$ cat src/shared/clkout_pkg.sv
// Constants and types for the host output clock divider
package clkout_pkg;

    localparam int CLK_HZ = 100_000_000;
    localparam int XTAL_HZ = 30_000_000;
    localparam int RATE_UNIT = 10_000_000;
    // Crystal edges per system clock, as a step over a modulus
    localparam logic [3:0] EDGE_STEP = 4'(2 * XTAL_HZ / RATE_UNIT);
    localparam logic [3:0] EDGE_MOD = 4'(CLK_HZ / RATE_UNIT);

    localparam logic [5:0] REG_CLK_CTRL_IDX = 6'h0A;
    localparam logic [5:0] REG_STATUS_IDX = 6'h0B;
    localparam logic [7:0] CLK_CTRL_RST = 8'h06;
    localparam int FREQ_SEL_LSB = 0;
    localparam int LF_SLEEP_BIT = 3;
    localparam int TAIL_SEL_LSB = 4;
    localparam logic [2:0] SEL_LF = 3'h7;

    localparam int STAT_XTAL_BIT = 0;
    localparam int STAT_SRC_XTAL_BIT = 1;
    localparam int STAT_SRC_LF_BIT = 2;
    localparam int STAT_TAIL_BIT = 3;
    localparam int STAT_SLEEP_BIT = 4;
    localparam int STAT_PIN_BIT = 5;

    typedef logic [5:0] div_cnt_t;
    // Output period and high phase, in crystal half periods
    localparam div_cnt_t DIV_PERIOD [8] = '{6'h02, 6'h04, 6'h06, 6'h0F,
                                            6'h14, 6'h1E, 6'h3C, 6'h02};
    localparam div_cnt_t DIV_HIGH [8] = '{6'h01, 6'h02, 6'h03, 6'h07,
                                          6'h0A, 6'h0F, 6'h1E, 6'h01};
    localparam logic [9:0] TAIL_CNT [4] = '{10'h000, 10'h080, 10'h100, 10'h200};

    typedef enum logic [3:0] {
        ST_RUN = 4'h1,
        ST_TAIL = 4'h2,
        ST_LF = 4'h4,
        ST_OFF = 4'h8
    } slp_state_t;

    typedef enum logic [2:0] {
        SRC_OFF = 3'h1,
        SRC_XTAL = 3'h2,
        SRC_LF = 3'h4
    } src_t;

endpackage

$ cat src/shared/clk_div_if.sv
// Carrier between the output clock controller and the crystal divider
`timescale 1ns/100ps
interface clk_div_if;
    logic tick;
    logic run;
    logic [2:0] sel;
    logic out;
    logic busy;
    logic wrap;

    modport ctrl (output tick, output run, output sel, input out, input busy, input wrap);
    modport div (input tick, input run, input sel, output out, output busy, output wrap);
endinterface

$ cat src/hw/xtal_divider.sv
// Integer divider of crystal half periods, retimed at period boundaries
`timescale 1ns/100ps
module xtal_divider
    import clkout_pkg::*;
(
    input wire logic i_clk,
    input wire logic i_rst_n,
    clk_div_if.div bus
);

    div_cnt_t cnt;
    logic [2:0] cur_sel;

    ////////////////////////////////////////////////////////////////////////
    // Select is taken only at a period start, so no phase is cut short
    always_ff @(posedge i_clk) begin
        if (!i_rst_n) begin
            cnt <= '0;
            cur_sel <= CLK_CTRL_RST[2:0];
            bus.out <= 1'b0;
            bus.busy <= 1'b0;
            bus.wrap <= 1'b0;
        end else begin
            bus.wrap <= 1'b0;
            if (bus.tick) begin
                if (!bus.busy || cnt == DIV_PERIOD[cur_sel]) begin
                    bus.wrap <= bus.busy;
                    if (bus.run) begin
                        cur_sel <= bus.sel;
                        cnt <= 6'h01;
                        bus.out <= 1'b1;
                        bus.busy <= 1'b1;
                    end else begin
                        bus.out <= 1'b0;
                        bus.busy <= 1'b0;
                    end
                end else begin
                    if (cnt == DIV_HIGH[cur_sel]) begin
                        bus.out <= 1'b0;
                    end
                    cnt <= cnt + 6'h01;
                end
            end
        end
    end

endmodule

$ cat src/hw/mcu_output_clock_divider.sv
// Output clock generator for the host microcontroller
`timescale 1ns/100ps
module mcu_output_clock_divider
    import clkout_pkg::*;
(
    input wire logic i_clk,
    input wire logic i_rst_n,
    input wire logic i_wb_cyc,
    input wire logic i_wb_stb,
    input wire logic i_wb_we,
    input wire logic [7:0] i_wb_adr,
    input wire logic [3:0] i_wb_sel,
    input wire logic [31:0] i_wb_dat,
    output logic [31:0] o_wb_dat,
    output logic o_wb_ack,
    input wire logic i_sleep_cmd,
    input wire logic i_irq_pending,
    input wire logic i_lf_xtal_sel,
    input wire logic i_lf_rc_clk,
    input wire logic i_lf_xtal_clk,
    output logic o_clock_output_pin,
    output logic o_xtal_en
);

    ////////////////////////////////////////////////////////////////////////
    // Declarations

    logic [7:0] clk_ctrl;
    logic [2:0] freq_sel;
    logic lf_in_sleep;
    logic [1:0] tail_sel;

    logic [1:0] lf_meta;
    logic [1:0] lf_sync;
    logic lf_level;
    logic lf_prev;
    logic lf_rise;

    logic [3:0] edge_acc;
    logic [3:0] next_edge_acc;
    logic edge_tick;

    slp_state_t state;
    slp_state_t next_state;
    src_t cur_src;
    src_t want_src;
    logic sleep_req;
    logic period_end;
    logic [9:0] tail_left;

    logic bus_req;
    logic wr_en;
    logic [5:0] word_idx;
    logic [31:0] rd_word;

    clk_div_if div_bus ();

    ////////////////////////////////////////////////////////////////////////
    // Control register fields

    assign freq_sel = clk_ctrl[FREQ_SEL_LSB +: 3];
    assign lf_in_sleep = clk_ctrl[LF_SLEEP_BIT];
    assign tail_sel = clk_ctrl[TAIL_SEL_LSB +: 2];

    ////////////////////////////////////////////////////////////////////////
    // Low-frequency source synchronisers

    wire logic [1:0] lf_pins = {i_lf_xtal_clk, i_lf_rc_clk};

    generate
        for (genvar i = 0; i < 2; i++) begin : g_lf_sync
            always_ff @(posedge i_clk) begin
                if (!i_rst_n) begin
                    lf_meta[i] <= 1'b0;
                    lf_sync[i] <= 1'b0;
                end else begin
                    lf_meta[i] <= lf_pins[i];
                    lf_sync[i] <= lf_meta[i];
                end
            end
        end
    endgenerate

    // External crystal replaces the RC oscillator when selected
    assign lf_level = i_lf_xtal_sel ? lf_sync[1] : lf_sync[0];

    always_ff @(posedge i_clk) begin
        if (!i_rst_n) begin
            lf_prev <= 1'b0;
        end else begin
            lf_prev <= lf_level;
        end
    end

    assign lf_rise = lf_level && !lf_prev;

    ////////////////////////////////////////////////////////////////////////
    // Crystal half-period enable, averaged over the system clock

    always_comb begin
        next_edge_acc = edge_acc + EDGE_STEP;
        edge_tick = 1'b0;
        if (next_edge_acc >= EDGE_MOD) begin
            next_edge_acc = next_edge_acc - EDGE_MOD;
            edge_tick = 1'b1;
        end
    end

    always_ff @(posedge i_clk) begin
        if (!i_rst_n) begin
            edge_acc <= '0;
        end else if (o_xtal_en) begin
            edge_acc <= next_edge_acc;
        end
    end

    // No crystal edges reach the divider while the crystal is off
    assign div_bus.tick = edge_tick && o_xtal_en;
    assign div_bus.sel = freq_sel;
    assign div_bus.run = (want_src == SRC_XTAL) && (cur_src == SRC_XTAL);

    xtal_divider u_div (
        .i_clk(i_clk),
        .i_rst_n(i_rst_n),
        .bus(div_bus)
    );

    ////////////////////////////////////////////////////////////////////////
    // Sleep sequencing

    // Pending interrupt holds off the commanded sleep
    assign sleep_req = i_sleep_cmd && !i_irq_pending;

    assign period_end = ((cur_src == SRC_XTAL) && div_bus.wrap)
                     || ((cur_src == SRC_LF) && lf_rise);

    always_comb begin
        next_state = state;
        unique case (state)
            ST_RUN: begin
                if (sleep_req) begin
                    if (lf_in_sleep) begin
                        next_state = ST_LF;
                    end else if (tail_sel == 2'h0) begin
                        next_state = ST_OFF;
                    end else begin
                        next_state = ST_TAIL;
                    end
                end
            end
            ST_TAIL: begin
                if (!sleep_req) begin
                    next_state = ST_RUN;
                end else if (period_end && tail_left == 10'h001) begin
                    next_state = ST_OFF;
                end
            end
            ST_LF: begin
                if (!sleep_req) begin
                    next_state = ST_RUN;
                end
            end
            ST_OFF: begin
                if (!sleep_req) begin
                    next_state = ST_RUN;
                end
            end
            default: begin
                next_state = ST_RUN;
            end
        endcase
    end

    always_ff @(posedge i_clk) begin
        if (!i_rst_n) begin
            state <= ST_RUN;
        end else begin
            state <= next_state;
        end
    end

    // Tail counter starts at sleep entry
    always_ff @(posedge i_clk) begin
        if (!i_rst_n) begin
            tail_left <= '0;
        end else if (state == ST_RUN) begin
            tail_left <= TAIL_CNT[tail_sel];
        end else if (state == ST_TAIL && period_end && tail_left != 10'h000) begin
            tail_left <= tail_left - 10'h001;
        end
    end

    ////////////////////////////////////////////////////////////////////////
    // Source selection, changed only while the output is low

    always_comb begin
        unique case (state)
            ST_RUN, ST_TAIL: begin
                want_src = (freq_sel == SEL_LF) ? SRC_LF : SRC_XTAL;
            end
            ST_LF: begin
                want_src = SRC_LF;
            end
            ST_OFF: begin
                want_src = SRC_OFF;
            end
            default: begin
                want_src = SRC_OFF;
            end
        endcase
    end

    always_ff @(posedge i_clk) begin
        if (!i_rst_n) begin
            cur_src <= SRC_XTAL;
        end else if (cur_src != want_src) begin
            unique case (cur_src)
                SRC_XTAL: begin
                    if (!div_bus.busy) begin
                        cur_src <= SRC_OFF;
                    end
                end
                SRC_LF: begin
                    if (!lf_level) begin
                        cur_src <= SRC_OFF;
                    end
                end
                SRC_OFF: begin
                    if (want_src == SRC_XTAL && !div_bus.busy) begin
                        cur_src <= SRC_XTAL;
                    end else if (want_src == SRC_LF && !lf_level) begin
                        cur_src <= SRC_LF;
                    end
                end
                default: begin
                    cur_src <= SRC_OFF;
                end
            endcase
        end
    end

    always_ff @(posedge i_clk) begin
        if (!i_rst_n) begin
            o_clock_output_pin <= 1'b0;
        end else begin
            unique case (cur_src)
                SRC_XTAL: o_clock_output_pin <= div_bus.out;
                SRC_LF: o_clock_output_pin <= lf_level;
                SRC_OFF: o_clock_output_pin <= 1'b0;
                default: o_clock_output_pin <= 1'b0;
            endcase
        end
    end

    // Crystal stops once asleep and the divider has finished its period
    always_ff @(posedge i_clk) begin
        if (!i_rst_n) begin
            o_xtal_en <= 1'b1;
        end else begin
            o_xtal_en <= !((state == ST_LF || state == ST_OFF)
                           && !div_bus.busy && cur_src != SRC_XTAL);
        end
    end

    ////////////////////////////////////////////////////////////////////////
    // Wishbone slave

    assign bus_req = i_wb_cyc && i_wb_stb && !o_wb_ack;
    assign word_idx = i_wb_adr[7:2];
    assign wr_en = bus_req && i_wb_we && i_wb_sel[0] && word_idx == REG_CLK_CTRL_IDX;

    always_ff @(posedge i_clk) begin
        if (!i_rst_n) begin
            o_wb_ack <= 1'b0;
        end else begin
            o_wb_ack <= bus_req;
        end
    end

    always_ff @(posedge i_clk) begin
        if (!i_rst_n) begin
            clk_ctrl <= CLK_CTRL_RST;
        end else if (wr_en) begin
            clk_ctrl <= {2'h0, i_wb_dat[5:0]};
        end
    end

    always_comb begin
        rd_word = '0;
        if (word_idx == REG_CLK_CTRL_IDX) begin
            rd_word[7:0] = clk_ctrl;
        end else if (word_idx == REG_STATUS_IDX) begin
            rd_word[STAT_XTAL_BIT] = o_xtal_en;
            rd_word[STAT_SRC_XTAL_BIT] = (cur_src == SRC_XTAL);
            rd_word[STAT_SRC_LF_BIT] = (cur_src == SRC_LF);
            rd_word[STAT_TAIL_BIT] = (state == ST_TAIL);
            rd_word[STAT_SLEEP_BIT] = (state == ST_LF || state == ST_OFF);
            rd_word[STAT_PIN_BIT] = o_clock_output_pin;
        end
    end

    always_ff @(posedge i_clk) begin
        if (!i_rst_n) begin
            o_wb_dat <= '0;
        end else if (bus_req && !i_wb_we) begin
            o_wb_dat <= rd_word;
        end
    end

endmodule

$ cat config.mk
export PLATFORM = sky130hd
export DESIGN_NAME = mcu_output_clock_divider
export DESIGN_NICKNAME = d
export VERILOG_FILES = /design/src/shared/clkout_pkg.sv /design/src/shared/clk_div_if.sv /design/src/hw/xtal_divider.sv /design/src/hw/mcu_output_clock_divider.sv
export SDC_FILE = /design/constraint.sdc
export NUM_CORES = 1
export LEC_CHECK = 0
export CORE_MARGIN = 4
export CORE_UTILIZATION = 45
export CTS_CLUSTER_DIAMETER = 30
export DETAILED_ROUTE_END_ITERATION = 16
export DONT_BUFFER_PORTS = 1
export GPL_ROUTABILITY_DRIVEN = 0
export HOLD_SLACK_MARGIN = 0.02
export SYNTH_ARGS = -nofsm -noshare
export SYNTH_HDL_FRONTEND = slang
export SYNTH_HIERARCHICAL = 1
export SYNTH_SLANG_ARGS = --single-unit
$ cat constraint.sdc
create_clock -name i_clk -period 2.1 [get_ports i_clk]
set_input_delay 0.105 -clock i_clk [delete_from_list [all_inputs] [get_ports i_clk]]
set_output_delay 0.105 -clock i_clk [all_outputs]
set_load 0.01 [all_outputs]
==> results.py <==
metrics = {
    "placement": {
        "place_area_sq_mm": 0.003322,
        "place_inst": 467,
        "dpl.hpwl_um": 4929,
        "port_buffers": 0,
    },
    "sta": {
        "slew_headroom": 0.5155,
        "hold_ws_ns": 0.05175,
        "grt_setup_unrepaired": "yes",
        "hold_viol": 0,
        "post-route-period-util": 0.9657,
        "setup_viol": 0,
        "slew_viol_final": 0,
        "tightest_slew_ns": 0.7243,
        "period_minus_slack_ns": 2.028,
        "clock.fmax_mhz": 493.1,
        "clock_skew_ns": 0.007674,
    },
    "floorplanning": {
        "rows": 30,
        "die_x_um": 92.14,
        "core_area_sq_mm": 0.006832,
        "boundaryPins": 89,
        "die_area_sq_mm": 0.008489,
        "start_util": 0.4663,
        "die_h_um": 92.14,
    },
    "routing": {
        "drt-vias-per-instance": 5.129,
        "drt_iter0_markers": 67,
        "detail-route-antenna-nets": 0,
        "vias": 2539,
        "drtPass1Iterations": 4,
        "drc": 0,
        "drt-total-wl_um": 6859,
        "wl_per_cell_um": 13.86,
    },
    "logic_synthesis": {
        "synth_edf_count": 0,
        "synth.avg_cell_area_sq_um": 8.728,
        "synthCells": 365,
        "synth_flop_cell": "dfxtp_1",
        "async_flop_share": 0,
        "yosys.cell_types.count": 72,
        "netlist_area_sq_mm": 0.003186,
        "ys_warn_count": 6,
        "ys_seq_area_frac": 0.3268,
        "ys_ff_latch": 52,
    },
    "global_routing": {
        "grtUsageTotal": 0.1607,
        "grt_overflow": 0,
        "grt_max_degree": 19,
        "grt_antenna_before_repair": 0,
        "grt_pass1_vias": 2355,
        "grt_pass1_wl_um": 11260,
    },
    "final_layout": {
        "fin_area_sq_mm": 0.003705,
        "final-instance-count-excl-fill": 495,
        "regArea_sq_mm": 0.001050,
        "num-fill-cells": 656,
        "diodes": 0,
        "drive_above_1_share": 0.1754,
        "synthToLayoutAreaGrowth_pct": 16.30,
        "fin_util": 0.5423,
        "multiInputGateArea_sq_mm": 0.002022,
        "num-nets-final": 464,
    },
    "setup_path": {
        "cp.required_ns": 2.29,
        "critPathLaunchType": "flop",
        "reg2reg_to": "u_div/cnt[3]$_SDFFE_PN0P_",
        "worst_ep_arrival_time_ns": 2.22,
        "worstRegToRegCells": 9,
        "crit_fanout": 7,
        "end_kind": "flop",
        "r2r_start": "u_div/cur_sel[0]$_SDFFE_PN0P_",
        "critPathKind": "flop to flop",
        "rrSetupSlack_ns": 0.07,
    },
    "power": {
        "power.total_mw": 2.826,
        "powerDensity_mw_per_mm2": 762.9,
        "p_leak_nw": 1.411,
        "vdd_drop_max_v": 0.0004361,
    },
    "clocking": {
        "cts.sinks": 52,
        "insertion_delay_ns": 0.30,
        "ctsRootBufferMaster": "clkbuf_8",
        "htreeDepth": 2,
        "clk_pin_slew_worst_paths_ns": 0.09,
        "cts_made_buffers": 5,
        "cts_tree": "done",
        "clockBufferDepth": 2,
    },
    "min_path": {
        "hp-class": "primary input to flop",
        "holdPathEnd": "u_div/cur_sel[0]$_SDFFE_PN0P_",
        "hold_path_startpoint": "i_rst_n",
        "holdPathStages": 2,
    },
    "status": {
        "status": "completed",
    },
    "run": {
        "maxCapViolCount": 0,
    },
}
-- routing by layer --
layer	global-route usage	routed length, um	vias to the layer above
met5	0	0	-
met2	0.2695	3299	42
li1	-	-	1310
met3	0.03363	254	6
met1	0.2125	3259	1181
met4	0.03465	46	0
-- cell usage in the layout, fill, tap and decap left out, types with 3 or more instances in the layout --
cell type,instances
o21ai_0,8
dlygate4sd3_1,17
mux2i_1,14
nand2_1,21
inv_1,12
nor2b_1,6
mux2_2,3
and3_1,5
nand2b_1,6
a31o_1,5
clkbuf_8,5
conb_1,26
nor2_1,32
a22oi_1,5
xor2_1,13
nand4_1,7
ha_1,8
dfxtp_1,49
nand3_1,11
nor3_1,11
nand3b_1,4
nor3b_1,3
and2_1,6
buf_4,22
a21oi_1,13
buf_6,3
o22ai_1,4
ha_4,3
xnor2_1,7
-- cells by family (layout without fill, tap and decap cells) --
group                      Yosys count  count (layout)  share of synthesized area
AOI/OAI and AO/OA                   70              70                     0.1701
xor gates and xnor gates            22              22                    0.06049
adders and majority gates           12              12                    0.04713
buffers and inverters               57              66                     0.1064
DFF                                 52              52                     0.3268
muxes                               18              18                    0.05774
other                                1              26                   0.001177
and+or+nand+nor                    133             133                     0.2302
-- what timing repair did --
item / 4_1_cts / 5_1_grt
pin swaps: 1 / 6
buffers inserted: 0 / 3
setup endpoints to repair: 3 / 10
hold buffers: 17 / 0
resized for setup: 6 / 21
cloned: 0 / 0
endpoints found under the hold margin: 32 / 0
-- cell usage after synthesis (8+ instances only) --
library cell,n,share of area
nand2_1,23,0.027
xnor2_1,9,0.025
mux2i_1,15,0.047
a21oi_1,14,0.022
dfxtp_1,52,0.33
nor3_1,11,0.017
xor2_1,13,0.036
o21ai_0,8,0.013
nor2_1,34,0.040
nand3_1,11,0.017
ha_1,12,0.047
inv_1,15,0.018
buf_4,28,0.066
-- cell type report --
type	instances	share of cell area
clock inverter	1	0.001351
clock buffer	7	0.02060
inverter	16	0.01689
timing repair buffer	42	0.09963
multi-input combinational	281	0.5458
tap	96	0.03242
sequential	52	0.2834
-- where the power goes --
part	switching [mW]	internal, mW
sequential	0.131	1.08
clock	0.318	0.235
combinational	0.571	0.495
-- per-stage QoR --
stage	setup TNS [ns]	setup slack, ns
floorplan	0	0.01206
global placement	-0.07992	-0.07992
detailed placement	-0.09689	-0.09689
CTS	0	0.0009077
global route	-0.1051	-0.04532
finish	0	0.07205
-- state kept, by name, indices dropped and copies added, names as in the netlist --
signal and cells:
lf_sync 2, edge_acc 3, u_div/bus.out 1, u_div/bus.wrap 1
state 4, u_div/cur_sel 3, u_div/bus.busy 1, lf_prev 1
u_div/cnt 6, lf_meta 2, tail_left 10, o_wb_ack 1
o_wb_dat 6, cur_src 3, o_clock_output_pin 1, o_xtal_en 1
clk_ctrl 6
-- worst max path at each step --
stage,end,start,slack (ns)
2_1_floorplan,u_div/cnt[3]$_SDFFE_PN0P_,u_div/cur_sel[0]$_SDFFE_PN0P_,0.01
3_3_place_gp,u_div/cnt[3]$_SDFFE_PN0P_,u_div/cur_sel[0]$_SDFFE_PN0P_,-0.08
3_5_place_dp,u_div/cnt[3]$_SDFFE_PN0P_,u_div/cur_sel[1]$_SDFFE_PN1P_,-0.1
4_1_cts,u_div/cur_sel[1]$_SDFFE_PN1P_,edge_acc[1]$_SDFFE_PN0P_,0.0009
5_1_grt,u_div/cur_sel[2]$_SDFFE_PN1P_,u_div/cur_sel[0]$_SDFFE_PN0P_,-0.05
6_report,u_div/cnt[3]$_SDFFE_PN0P_,u_div/cur_sel[0]$_SDFFE_PN0P_,0.07
-- worst max-delay path, cell delays in order (launching register included) --
cell      delay [ns]
dfxtp_4         0.41
inv_4           0.05
ha_4            0.24
mux2i_4         0.18
xnor2_2         0.10
nor4_4          0.22
buf_6           0.17
a211oi_4        0.08
nor3b_2         0.16
a311o_1         0.32
Power figures use the tool's default switching activity.
